[src/core/bridge_hdr_defs.svh]
`ifndef BRIDGE_HDR_DEFS_SVH
`define BRIDGE_HDR_DEFS_SVH

// ==========================================================
// Byte offsets of the header fields held here
`define OFF_PRIMARY_LATENCY_TIMER 8'h0D
`define OFF_HEADER_LAYOUT_TYPE 8'h0E
`define OFF_SELF_TEST_CONTROL 8'h0F
`define OFF_BASE_ADDRESS_ZERO 8'h10
`define OFF_BASE_ADDRESS_ONE 8'h14
`define OFF_UPSTREAM_BUS_NUMBER 8'h18
`define OFF_DOWNSTREAM_BUS_NUMBER 8'h19
`define OFF_HIGHEST_BUS_NUMBER 8'h1A
`define OFF_DOWNSTREAM_LATENCY_TIMER 8'h1B
`define OFF_IO_WINDOW_BASE 8'h1C

// ==========================================================
// Fixed and reset values
`define VAL_PRIMARY_LATENCY_TIMER 8'h00
`define VAL_HEADER_LAYOUT_TYPE 8'h01
`define VAL_SELF_TEST_CONTROL 8'h00
`define VAL_BASE_ADDRESS 32'h0000_0000
`define VAL_DOWNSTREAM_LATENCY_TIMER 8'h00
`define RST_UPSTREAM_BUS_NUMBER 8'h00
`define RST_DOWNSTREAM_BUS_NUMBER 8'h00
`define RST_HIGHEST_BUS_NUMBER 8'h00
`define RST_IO_CAPABILITY 1'h1
`define RST_IO_BASE_FIELD 4'hF

// ==========================================================
// Field positions inside the I/O base byte
`define IO_CAP_BIT 0
`define IO_FIELD_LSB 4
`define IO_FIELD_MSB 7
`define IO_RSVD_VAL 3'h0

// ==========================================================
// I/O window arithmetic
`define IO_LOW_FILL 12'h000
`define IO_HIGH_FILL 12'hFFF
`define IO_UPPER_ZERO 16'h0000

// ==========================================================
// Bus geometry
`define BYTE_W 8
`define LANES 4
`define WORD_LSB 2
`define MIN_ADDR_W 8

`endif

[src/core/bridge_hdr_pkg.sv]
package bridge_hdr_pkg;

    // I/O addressing capability encodings
    typedef enum logic [0:0] {
        SIXTEEN_BIT_IO_MODE = 1'b0,
        THIRTY_TWO_BIT_IO_MODE = 1'b1
    } io_mode_type;

    // One byte of configuration data
    typedef logic [7:0] cfg_byte_type;

    // One lane-enable vector of the 32-bit data path
    typedef logic [3:0] lane_en_type;

endpackage

[src/core/byte_field_reg.sv]
`timescale 1ns/10ps

// ==========================================================
// Writable field with asynchronous reset to a constant
module byte_field_reg #(
    parameter int WIDTH = 8,
    parameter logic [WIDTH-1:0] RESET_VAL = '0
) (
    input wire logic i_clk, // Core clock
    input wire logic i_rst_n, // Async reset, active low
    input wire logic i_we, // Write this field
    input wire logic [WIDTH-1:0] i_d, // New value
    output logic [WIDTH-1:0] o_q // Held value
);

    // Reject a field that cannot exist
    generate
        if (WIDTH < 1) begin : g_bad_width
            $error("byte_field_reg width must be at least one");
        end
    endgenerate

    // Field store
    always_ff @(posedge i_clk or negedge i_rst_n) begin
        if (!i_rst_n) begin
            o_q <= RESET_VAL;
        end else if (i_we) begin
            o_q <= i_d;
        end
    end

endmodule

[src/core/bridge_header_bus_io_regs.sv]
`timescale 1ns/10ps
`include "bridge_hdr_defs.svh"


module bridge_header_bus_io_regs #(
    parameter int ADDR_W = 12
) (
    input wire logic i_clk, // Core clock, 100 MHz
    input wire logic i_rst_n, // Async reset, active low
    input wire logic [ADDR_W-1:0] i_addr, // Byte address
    input wire logic [31:0] i_wdata, // Write data
    input wire logic [3:0] i_byte_en, // Byte lane enables
    input wire logic i_wr, // Write strobe
    input wire logic i_rd, // Read strobe
    output logic [31:0] o_rdata, // Read data, cycle after read
    input wire logic i_cap_unlock, // Capability bit writable
    input wire logic [3:0] i_io_window_top, // Limit field A[15:12]
    input wire logic i_io_check, // Range check request
    input wire logic [31:0] i_io_addr, // I/O address to check
    output logic o_io_check_done, // Check result valid pulse
    output logic o_io_forward, // Address inside window
    output logic o_io_limit_cap, // Capability for limit byte
    output logic [7:0] o_downstream_bus_number, // Secondary bus
    output logic [7:0] o_highest_bus_number // Subordinate bus
);

    // ======================================================
    // Elaboration checks
    generate
        if (ADDR_W < `MIN_ADDR_W) begin : g_bad_addr
            $error("address too narrow for the header offsets");
        end
    endgenerate

    // ======================================================
    // Word decode
    localparam int WA_W = ADDR_W - `WORD_LSB;

    logic [WA_W-1:0] word_addr;
    logic wr_timers;
    logic wr_busnum;
    logic wr_io_window_base;
    logic rd_timers;
    logic rd_base_address_zero;
    logic rd_base_address_one;
    logic rd_busnum;
    logic rd_io_window_base;

    // Turns a printed byte offset into its word index
    function automatic logic [WA_W-1:0] word_of(input logic [7:0] off);
        logic [7:0] idx;
        idx = off >> `WORD_LSB;
        return WA_W'(idx);
    endfunction

    // Lane of a printed byte offset
    function automatic logic [1:0] lane_of(input logic [7:0] off);
        return off[1:0];
    endfunction

    assign word_addr = i_addr[ADDR_W-1:`WORD_LSB];

    // Which word an access lands on
    assign rd_timers = word_addr == word_of(`OFF_PRIMARY_LATENCY_TIMER);
    assign rd_base_address_zero = word_addr == word_of(`OFF_BASE_ADDRESS_ZERO);
    assign rd_base_address_one = word_addr == word_of(`OFF_BASE_ADDRESS_ONE);
    assign rd_busnum = word_addr == word_of(`OFF_UPSTREAM_BUS_NUMBER);
    assign rd_io_window_base = word_addr == word_of(`OFF_IO_WINDOW_BASE);

    // Writes only matter for words with writable bytes
    assign wr_timers = i_wr && rd_timers;
    assign wr_busnum = i_wr && rd_busnum;
    assign wr_io_window_base = i_wr && rd_io_window_base;

    // ======================================================
    // Byte lane steering
    bridge_hdr_pkg::cfg_byte_type wbyte [`LANES];
    bridge_hdr_pkg::lane_en_type lane_en;

    // Split write data into lanes
    always_comb begin
        for (int l = 0; l < `LANES; l++) begin
            wbyte[l] = i_wdata[l*`BYTE_W +: `BYTE_W];
        end
    end

    assign lane_en = i_byte_en;

    // Write enables of the individual byte fields
    logic we_upstream;
    logic we_downstream;
    logic we_highest;
    logic we_io_window_base;
    logic we_cap;

    assign we_upstream = wr_busnum
        && lane_en[lane_of(`OFF_UPSTREAM_BUS_NUMBER)];
    assign we_downstream = wr_busnum
        && lane_en[lane_of(`OFF_DOWNSTREAM_BUS_NUMBER)];
    assign we_highest = wr_busnum
        && lane_en[lane_of(`OFF_HIGHEST_BUS_NUMBER)];
    assign we_io_window_base = wr_io_window_base
        && lane_en[lane_of(`OFF_IO_WINDOW_BASE)];
    assign we_cap = we_io_window_base && i_cap_unlock;

    // ======================================================
    // Writable fields
    bridge_hdr_pkg::cfg_byte_type upstream_bus;
    bridge_hdr_pkg::cfg_byte_type downstream_bus;
    bridge_hdr_pkg::cfg_byte_type highest_bus;
    logic [3:0] io_base_field;
    logic [0:0] io_cap_q;
    bridge_hdr_pkg::io_mode_type io_mode;

    // Primary bus number, software bookkeeping only
    byte_field_reg #(
        .WIDTH(`BYTE_W),
        .RESET_VAL(`RST_UPSTREAM_BUS_NUMBER)
    ) u_upstream_bus (
        .i_clk(i_clk),
        .i_rst_n(i_rst_n),
        .i_we(we_upstream),
        .i_d(wbyte[lane_of(`OFF_UPSTREAM_BUS_NUMBER)]),
        .o_q(upstream_bus)
    );

    // Secondary bus number
    byte_field_reg #(
        .WIDTH(`BYTE_W),
        .RESET_VAL(`RST_DOWNSTREAM_BUS_NUMBER)
    ) u_downstream_bus (
        .i_clk(i_clk),
        .i_rst_n(i_rst_n),
        .i_we(we_downstream),
        .i_d(wbyte[lane_of(`OFF_DOWNSTREAM_BUS_NUMBER)]),
        .o_q(downstream_bus)
    );

    // Subordinate bus number
    byte_field_reg #(
        .WIDTH(`BYTE_W),
        .RESET_VAL(`RST_HIGHEST_BUS_NUMBER)
    ) u_highest_bus (
        .i_clk(i_clk),
        .i_rst_n(i_rst_n),
        .i_we(we_highest),
        .i_d(wbyte[lane_of(`OFF_HIGHEST_BUS_NUMBER)]),
        .o_q(highest_bus)
    );

    // I/O base address bits 15:12
    byte_field_reg #(
        .WIDTH(`IO_FIELD_MSB - `IO_FIELD_LSB + 1),
        .RESET_VAL(`RST_IO_BASE_FIELD)
    ) u_io_base (
        .i_clk(i_clk),
        .i_rst_n(i_rst_n),
        .i_we(we_io_window_base),
        .i_d(wbyte[lane_of(`OFF_IO_WINDOW_BASE)]
            [`IO_FIELD_MSB:`IO_FIELD_LSB]),
        .o_q(io_base_field)
    );

    // I/O addressing capability, guarded by the unlock level
    byte_field_reg #(
        .WIDTH(1),
        .RESET_VAL(`RST_IO_CAPABILITY)
    ) u_io_cap (
        .i_clk(i_clk),
        .i_rst_n(i_rst_n),
        .i_we(we_cap),
        .i_d(wbyte[lane_of(`OFF_IO_WINDOW_BASE)][`IO_CAP_BIT +: 1]),
        .o_q(io_cap_q)
    );

    assign io_mode = bridge_hdr_pkg::io_mode_type'(io_cap_q);

    // ======================================================
    // Read data assembly
    logic [31:0] rd_word;
    logic [31:0] rd_mask;
    logic [31:0] rdata_nxt;
    logic [31:0] rdata_r;
    bridge_hdr_pkg::cfg_byte_type io_base_byte;

    // I/O base byte image, reserved bits forced low
    assign io_base_byte = {io_base_field, `IO_RSVD_VAL,
        io_cap_q};

    // Word image of the addressed location
    always_comb begin
        rd_word = '0;
        if (rd_timers) begin
            rd_word[lane_of(`OFF_PRIMARY_LATENCY_TIMER)*`BYTE_W +: `BYTE_W]
                = `VAL_PRIMARY_LATENCY_TIMER;
            rd_word[lane_of(`OFF_HEADER_LAYOUT_TYPE)*`BYTE_W +: `BYTE_W]
                = `VAL_HEADER_LAYOUT_TYPE;
            rd_word[lane_of(`OFF_SELF_TEST_CONTROL)*`BYTE_W +: `BYTE_W]
                = `VAL_SELF_TEST_CONTROL;
        end else if (rd_base_address_zero) begin
            rd_word = `VAL_BASE_ADDRESS;
        end else if (rd_base_address_one) begin
            rd_word = `VAL_BASE_ADDRESS;
        end else if (rd_busnum) begin
            rd_word[lane_of(`OFF_UPSTREAM_BUS_NUMBER)*`BYTE_W +: `BYTE_W]
                = upstream_bus;
            rd_word[lane_of(`OFF_DOWNSTREAM_BUS_NUMBER)*`BYTE_W +: `BYTE_W]
                = downstream_bus;
            rd_word[lane_of(`OFF_HIGHEST_BUS_NUMBER)*`BYTE_W +: `BYTE_W]
                = highest_bus;
            rd_word[lane_of(`OFF_DOWNSTREAM_LATENCY_TIMER)*`BYTE_W +:
                `BYTE_W] = `VAL_DOWNSTREAM_LATENCY_TIMER;
        end else if (rd_io_window_base) begin
            rd_word[lane_of(`OFF_IO_WINDOW_BASE)*`BYTE_W +: `BYTE_W]
                = io_base_byte;
        end
    end

    // Disabled lanes return zero
    always_comb begin
        for (int l = 0; l < `LANES; l++) begin
            rd_mask[l*`BYTE_W +: `BYTE_W] = {`BYTE_W{lane_en[l]}};
        end
    end

    assign rdata_nxt = i_rd ? (rd_word & rd_mask) : '0;

    // Read data stand only in the cycle after the strobe
    always_ff @(posedge i_clk or negedge i_rst_n) begin
        if (!i_rst_n) begin
            rdata_r <= '0;
        end else begin
            rdata_r <= rdata_nxt;
        end
    end

    assign o_rdata = rdata_r;

    // ======================================================
    // I/O forwarding window
    logic [15:0] io_low;
    logic [15:0] io_high;
    logic io_upper_ok;
    logic io_inside;
    logic forward_nxt;
    logic forward_r;
    logic check_done_r;

    // Window bounds from base and limit fields
    assign io_low = {io_base_field, `IO_LOW_FILL};
    assign io_high = {i_io_window_top, `IO_HIGH_FILL};

    // Upper halves live outside; taken as zero in either mode
    assign io_upper_ok = (io_mode == bridge_hdr_pkg::SIXTEEN_BIT_IO_MODE)
        ? (i_io_addr[31:16] == `IO_UPPER_ZERO)
        : (i_io_addr[31:16] == `IO_UPPER_ZERO);

    assign io_inside = io_upper_ok
        && (i_io_addr[15:0] >= io_low)
        && (i_io_addr[15:0] <= io_high);

    assign forward_nxt = i_io_check ? io_inside : forward_r;

    // Forward decision, held until the next check
    always_ff @(posedge i_clk or negedge i_rst_n) begin
        if (!i_rst_n) begin
            forward_r <= 1'b0;
        end else begin
            forward_r <= forward_nxt;
        end
    end

    // Result-valid pulse one cycle after the request
    always_ff @(posedge i_clk or negedge i_rst_n) begin
        if (!i_rst_n) begin
            check_done_r <= 1'b0;
        end else begin
            check_done_r <= i_io_check;
        end
    end

    assign o_io_forward = forward_r;
    assign o_io_check_done = check_done_r;

    // ======================================================
    // Values seen by neighbouring header logic
    assign o_io_limit_cap = io_cap_q[0];
    assign o_downstream_bus_number = downstream_bus;
    assign o_highest_bus_number = highest_bus;

endmodule

[config.mk]
export PLATFORM = sky130hd
export DESIGN_NAME = bridge_header_bus_io_regs
export DESIGN_NICKNAME = d
export VERILOG_FILES = /design/src/core/bridge_hdr_pkg.sv /design/src/core/byte_field_reg.sv /design/src/core/bridge_header_bus_io_regs.sv
export VERILOG_INCLUDE_DIRS = /design/src /design/src/core
export SDC_FILE = /design/constraint.sdc
export NUM_CORES = 1
export LEC_CHECK = 0
export BUFFER_PORTS_ARGS = -buffer_cell sky130_fd_sc_hd__buf_2
export CAP_MARGIN = 20
export CORE_ASPECT_RATIO = 0.9
export CORE_MARGIN = 1
export CORE_UTILIZATION = 35
export DETAILED_ROUTE_END_ITERATION = 6
export MAX_ROUTING_LAYER = met4
export PLACE_DENSITY = 0.74
export SETUP_SLACK_MARGIN = 0.3
export SLEW_MARGIN = 15
export SYNTH_ARGS = -nofsm -noshare
export SYNTH_HDL_FRONTEND = slang
export SYNTH_SLANG_ARGS = --single-unit
[constraint.sdc]
create_clock -name i_clk -period 2.2 [get_ports i_clk]
set_clock_uncertainty 0.05 [all_clocks]
set_input_delay 0.22 -clock i_clk [delete_from_list [all_inputs] [get_ports i_clk]]
set_output_delay 0.22 -clock i_clk [all_outputs]
set_load 0.005 [all_outputs]
==> impl_metrics.csv, run 1 <==
group,metric,value,unit
floorplan,placement_rows,28,
global_routing,grt_pass1_vias,1935,
detailed_routing,post_drt_via_cell_ratio,4.62,
critical_path,timing.critical_path.fanout_max,3,
clocking,h_tree_depth_reported_by_cts,2,
detailed_routing,detailedRoute.firstIterationViolations,24,
detailed_routing,detail_route.first_pass.iterations,4,
critical_path,worstPathArrival,1.95,ns
min_path,timing.hold.worst.start,"i_wdata[21]",
critical_path,worst_r2r_startpoint,"u_io_base.o_q[1]",
detailed_routing,ant_nets,0,
layout,layout_commonest_cell,"buf_2",
pwr,power-per-cell-area,549,mW/mm^2
floorplan,die-width,91.2,um
critical_path,critical_path.reg2reg.endpoint,"o_io_forward",
yosys,synth_top_cells_by_area,"dfrtp_1 50%, mux2_4 14%, dfstp_2 5.2%, and3_1 5.0%, ha_1 4.0%",
sta,tightest_slew,0.646,ns
clocking,path_clk_slew,0.10,ns
layout,nets,414,
layout,n_antenna_cell,0,
place,placement.io_buffers,121,
clocking,clk_path_buf_depth,2,
clocking,clock_sinks,55,
detailed_routing,routed_wl,5.56,mm
global_routing,globalRouteOverflowTotal,0,
run,timing.max_cap.violations,0,
clocking,clk_root_buffer_cell,"clkbuf_8",
place,post-dp-hpwl,4.41,mm
pwr,vdd.ir_drop.worst,0.304,mV
global_routing,antenna_violations_before_repair,0,
layout,layout-area-overhead-vs-synth,34.3,%
layout,filler_cell_count,621,
global_routing,gr-usage-all-layers,16.4,%
place,dpl.cell_count,397,
detailed_routing,detail_route.drc_violations,0,
yosys,postSynthCellCount,186,
sta,final_hold_slack,0.0898,ns
clocking,tritoncts,"yes",
min_path,timing.hold.worst.class,"in2reg",
floorplan,io_pins,141,
place,gp_congestion,0.808,
min_path,min_to,"u_highest_bus.o_q[5]",
clocking,post_cts.repair.setup_buffers,0,
yosys,synth_top_area_cell,"dfrtp_1",
yosys,synth_warnings,0,
floorplan,die_height,82.3,um
critical_path,reg2reg_depth,7,
global_routing,first_pass_grt_wire_length,9.37,mm
status,result_of_the_run,"finished, final reports clean",
critical_path,reg2reg_setup_slack,0.40,ns
pwr,static-leakage-power,1.99,nW
layout,stdcell_count,407,
sta,setup_viol,0,
critical_path,worst_setup_path_start_kind,"flop",
yosys,synthesis.area_per_instance,13.5,sq um
min_path,timing.hold.worst_path_depth,2,
yosys,synth_cell_type_count,32,
floorplan,core-area,0.00676,sq mm
sta,tmin_final,1.80,ns
detailed_routing,dr_total_vias,1879,
layout,final_cell_mix,"121 x buf_2, 50 x dfrtp_1, 24 x mux2_4",
layout,drive_gt1_share,54.9,%
sta,final.setup.tns,0,ns
sta,maxSlewViolCount,0,
yosys,synth-seq-area-share,55.2,%
critical_path,timing.critical_path.required,2.35,ns
yosys,post_synth_instance_area,0.00251,sq mm
sta,post-route-period-util,81.9,%
critical_path,worst_setup_path_end_kind,"flop",
sta,timing.fmax,0.555,GHz
floorplan,starting_density,37.1,%
yosys,postSynthRegisterBits,55,
sta,max-slew-margin-rel,56.9,%
yosys,yosys.area.top_type_share,49.9,%
detailed_routing,wl_per_cell,13.7,um
floorplan,die_area,0.00750,sq mm
critical_path,setup.worst_path.class,"reg2reg",
clocking,clock_insertion_delay_worst_skew,0.30,ns
sta,unrepaired_setup_endpoints_after_global_routing,"no",
clocking,cts-buffers-inserted,5,
sta,final_report_hold_violation_count,0,
global_routing,maximum_number_of_pins_on_one_net_before_global_route_repair,29,
==> per-stage QoR <==
stage	power, mW	cell area (sq um)	worst slack [ns]	utilization (%)
6_report	1.85	3370	0.397	49.8
4_1_cts	1.88	3350	0.409	49.6
3_3_place_gp	1.20	3220	0.105	47.6
5_1_grt	1.95	3370	0.324	49.8
3_5_place_dp	1.21	3220	0.0841	47.6
2_1_floorplan	1.09	2530	0.337	-
==> synth_stat cells (all sizes together) <==
master / n
a21oi: 2
a32o: 1
a41oi: 1
and3: 20
and3b: 1
and4bb: 1
buf: 9
clkbuf: 2
conb: 1
dfrtp: 50
dfstp: 5
ha: 8
inv: 9
mux2: 29
mux2i: 6
nand2: 8
nand3: 3
nand4: 6
nor2: 8
nor2b: 2
nor3: 1
nor4: 5
nor4b: 2
o21a: 1
o21ai: 2
o41ai: 1
or4: 2
==> state kept, by name, indices dropped and copies added, names as in the netlist <==
| name | cells |
|---|---|
| u_upstream_bus.o_q | 8 |
| u_downstream_bus.o_q | 8 |
| u_highest_bus.o_q | 8 |
| u_io_base.o_q | 4 |
| o_io_forward | 1 |
| o_io_check_done | 1 |
| o_rdata | 24 |
| u_io_cap.o_q | 1 |
==> timing repair <==
item                                    CTS  global route
endpoints found under the hold margin    23             0
hold buffers                              2             0
gates resized for setup                   0             2
endpoints found under the setup margin    0             1
==> worst max-delay path by stage <==
stage / start / to / slack, ns / depth (start not counted)
final: u_io_base.o_q[1] / o_io_forward / 0.40 / 7
after global routing: u_io_base.o_q[1] / o_io_forward / 0.32 / 6
after CTS: u_io_base.o_q[1] / o_io_forward / 0.41 / 7
after detailed placement: i_addr[7] / u_highest_bus.o_q[1] / 0.08 / 7
after global placement: i_addr[7] / u_highest_bus.o_q[2] / 0.11 / 7
after floorplan: i_addr[7] / u_downstream_bus.o_q[0] / 0.34 / 6
==> cells by family after synthesis <==
kind of cell	Yosys count	share of synthesized area [%]
AND/OR/NAND/NOR	59	15.2
flip-flops	55	55.2
adder cells (fa/ha/maj)	8	3.99
other	1	0.150
AO/OA/AOI/OAI	8	2.20
multiplexers	35	19.0
buffers and inverters	20	4.24
==> report_power, final <==
group	internal, mW	switching, mW	total, mW
clock	0.344	0.315	0.659
sequential	1.02	0.00345	1.02
combinational	0.0845	0.0850	0.170
==> per-layer routing <==
layer	global-route usage [%]	share of wire, %	vias up
met3	3.39	4.5	6
met2	27.0	49	64
met1	20.8	46	897
met5	-	0	-
li1	-	-	912
met4	4.44	0.81	0
==> cell type report <==
| cell class | count | area (sq um) | area share, % |
|---|---|---|---|
| Sequential cell | 55 | 1380 | 41.1 |
| Multi-Input combinational cell | 118 | 1060 | 31.4 |
| Timing Repair Buffer | 127 | 668 | 19.9 |
| Tap cell | 90 | 113 | 3.35 |
| Clock buffer | 6 | 72.6 | 2.16 |
| Clock inverter | 2 | 38.8 | 1.15 |
| Inverter | 9 | 33.8 | 1.00 |
==> worst max-delay path: stages (launching register included) <==
cell and delay, ns:
dfstp_2 0.55, inv_1 0.05, ha_1 0.27, nor2b_1 0.14, o21a_1 0.16, o21ai_0 0.17, nand2_1 0.09, a32o_1 0.22
Note: power is estimated with default switching activity, not from simulation.
==> inputs of run 2 (changes only) <==
--- a/config.mk
+++ b/config.mk
@@ -6,6 +6,7 @@
 export SDC_FILE = /design/constraint.sdc
 export NUM_CORES = 1
 export LEC_CHECK = 0
+export ABC_AREA = 1
 export BUFFER_PORTS_ARGS = -buffer_cell sky130_fd_sc_hd__buf_2
 export CAP_MARGIN = 20
 export CORE_ASPECT_RATIO = 0.9
@@ -13,7 +14,7 @@
 export CORE_UTILIZATION = 35
 export DETAILED_ROUTE_END_ITERATION = 6
 export MAX_ROUTING_LAYER = met4
-export PLACE_DENSITY = 0.74
+export PLACE_DENSITY = 0.72
 export SETUP_SLACK_MARGIN = 0.3
 export SLEW_MARGIN = 15
 export SYNTH_ARGS = -nofsm -noshare
==> constraint.sdc (replaced) <==
create_clock -name i_clk -period 1.8 [get_ports i_clk]
set_clock_uncertainty 0.05 [all_clocks]
set_input_delay 0.18 -clock i_clk [delete_from_list [all_inputs] [get_ports i_clk]]
set_output_delay 0.18 -clock i_clk [all_outputs]
set_load 0.005 [all_outputs]
==> run 2 against run 1 <==
- non-clock buffer count decreased by 1
- core utilization decreased by 1.9 points
- setup slack got worse by 0.075 ns
- critical endpoint unchanged
- synthesized cell count increased by 77%
- cell area increased by 9.0%
- count of clock-buffer cells in the layout unchanged
- critical path type unchanged
==> impl_metrics.csv, run 2 <==
group,metric,value,unit
global_routing,antenna_violations_before_repair,0,
detailed_routing,ant_nets,0,
detailed_routing,post_drt_via_cell_ratio,4.27,
global_routing,globalRouteOverflowTotal,0,
sta,unrepaired_setup_endpoints_after_global_routing,"yes",
floorplan,die-width,96.5,um
layout,layout_commonest_cell,"buf_2",
yosys,synthesis.area_per_instance,8.52,sq um
sta,post-route-period-util,82.1,%
floorplan,starting_density,36.7,%
place,gp_congestion,0.784,
layout,layout-area-overhead-vs-synth,30.6,%
global_routing,grt_pass1_vias,2270,
sta,timing.fmax,0.677,GHz
global_routing,maximum_number_of_pins_on_one_net_before_global_route_repair,56,
critical_path,worst_setup_path_end_kind,"flop",
sta,final_report_hold_violation_count,0,
critical_path,worstPathArrival,1.67,ns
floorplan,io_pins,141,
layout,stdcell_count,554,
detailed_routing,detail_route.first_pass.iterations,4,
detailed_routing,detail_route.drc_violations,0,
min_path,timing.hold.worst.class,"in2reg",
clocking,clock_sinks,55,
global_routing,gr-usage-all-layers,14.9,%
yosys,synth_async_sr_flop_share,100,%
layout,drive_gt1_share,41.3,%
clocking,post_cts.repair.setup_buffers,0,
pwr,vdd.ir_drop.worst,0.322,mV
run,timing.max_cap.violations,0,
layout,nets,555,
layout,largest_register_ffs,24,
detailed_routing,detailedRoute.firstIterationViolations,80,
yosys,synth_warnings,0,
critical_path,timing.critical_path.required,1.99,ns
yosys,synth-seq-area-share,49.2,%
detailed_routing,routed_wl,6.06,mm
yosys,ys_top_cells_by_count,"95 x nand2_1, 51 x inv_1, 50 x dfrtp_1",
yosys,yosysMostFrequentCell,"nand2_1",
clocking,clock_insertion_delay_worst_skew,0.30,ns
place,placement.io_buffers,121,
yosys,synth_cell_type_count,21,
sta,tmin_final,1.48,ns
critical_path,worst_setup_path_start_kind,"flop",
floorplan,core-area,0.00766,sq mm
layout,final_cell_mix,"121 x buf_2, 92 x nand2_1, 50 x dfrtp_1",
yosys,synth_top_area_cell,"dfrtp_1",
sta,maxSlewViolCount,0,
critical_path,setup.worst_path.class,"reg2reg",
sta,final.setup.tns,0,ns
floorplan,die_area,0.00839,sq mm
place,dpl.cell_count,544,
global_routing,first_pass_grt_wire_length,9.47,mm
floorplan,placement_rows,30,
clocking,tritoncts,"yes",
pwr,power-per-cell-area,636,mW/mm^2
critical_path,timing.critical_path.fanout_max,3,
floorplan,die_height,87.0,um
clocking,h_tree_depth_reported_by_cts,2,
detailed_routing,wl_per_cell,10.9,um
yosys,postSynthRegisterBits,55,
yosys,post_synth_edffs,0,
status,result_of_the_run,"finished, final reports clean",
clocking,clk_path_buf_depth,2,
layout,n_antenna_cell,0,
sta,setup_viol,0,
place,post-dp-hpwl,4.62,mm
pwr,static-leakage-power,2.05,nW
yosys,postSynthCellCount,330,
detailed_routing,dr_total_vias,2364,
clocking,clk_root_buffer_cell,"clkbuf_8",
yosys,synth_top_cells_by_area,"dfrtp_1 45%, nand2_1 13%, o21ai_2 7.5%, inv_1 6.8%, nor2_1 5.9%",
yosys,dominantRegCellSynth,"dfrtp_1",
clocking,path_clk_slew,0.10,ns
clocking,cts-buffers-inserted,5,
yosys,yosys.area.top_type_share,44.5,%
yosys,post_synth_instance_area,0.00281,sq mm
## run 2: area by class of cell
cell class / count / area (sq um)
fill: 764 / 3990
clock buffer: 6 / 82.6
timing repair buffer: 126 / 661
clock inverter: 2 / 35.0
multi-input combinational: 218 / 1200
tap: 96 / 120
inverter: 51 / 191
sequential: 55 / 1380
## run 2: final timing paths
| kind | from | to | slack, ns | cells after the start |
|---|---|---|---|---|
| worst max-delay path | u_io_base.o_q[1] | o_io_forward | 0.32 | 10 |
| worst min-delay path | i_wdata[15] | u_downstream_bus.o_q[7] | 0.05 | 3 |
| worst max register to register | u_io_base.o_q[1] | o_io_forward | 0.32 | 10 |
| worst min register to register | o_io_forward | o_io_forward | 0.42 | 2 |
| max in group asynchronous | i_rst_n | u_io_base.o_q[0] | 1.05 | 3 |
| min in group asynchronous | i_rst_n | u_downstream_bus.o_q[3] | 0.34 | 3 |
## run 2: kinds of logic after synthesis
logic type	count (synthesis)	synth area share, %
AOI/OAI and AO/OA	32	8.90
adders and majority gates	8	3.56
buffers and inverters	64	10.8
DFF	55	49.2
other	1	0.133
and+or+nand+nor	170	27.4
## run 2: what timing repair did
item                                   in CTS  in global routing
gates resized for setup                     0                 11
hold buffers                                2                  0
endpoints found under the hold margin      51                  0
setup endpoints to repair                   0                  1
## run 2: worst max-delay path, stage by stage, from the launching register on
cell and delay [ns]:
dfstp_2 0.55, inv_2 0.05, ha_4 0.26, nand2_2 0.04, inv_1 0.05, nand2_2 0.05
nor2_2 0.10, nand2_1 0.07, nand2_1 0.07, nand3_1 0.07, nand2_1 0.07
## run 2: power by group
part	leakage [nW]	internal, mW	switching [mW]
Sequential	0.748	1.24	0.00398
Clock	0.0612	0.451	0.388
Combinational	1.24	0.111	0.137
Total	2.05	1.80	0.528
## run 2: stage by stage
step | worst slack (ns) | cell area (sq um) | total power, mW | util [%] | hold slack (ns)
3_5_place_dp | 0.252 | 3480 | 1.51 | 45.5 | 0.153
3_3_place_gp | 0.275 | 3480 | 1.50 | 45.5 | 0.146
5_1_grt | 0.197 | 3670 | 2.45 | 47.9 | 0.0504
4_1_cts | 0.308 | 3620 | 2.35 | 47.3 | 0.0493
2_1_floorplan | 0.419 | 2840 | 1.37 | - | -0.166
6_report | 0.322 | 3670 | 2.33 | 47.9 | 0.0548
## run 2: metal layers
metal | up-vias | global-route usage (%) | part of all wire, %
met5 | - | - | 0
met4 | 0 | 3.74 | 0.79
met3 | 4 | 2.71 | 4.7
met2 | 59 | 26.5 | 51
met1 | 1065 | 17.3 | 43
li1 | 1236 | - | -
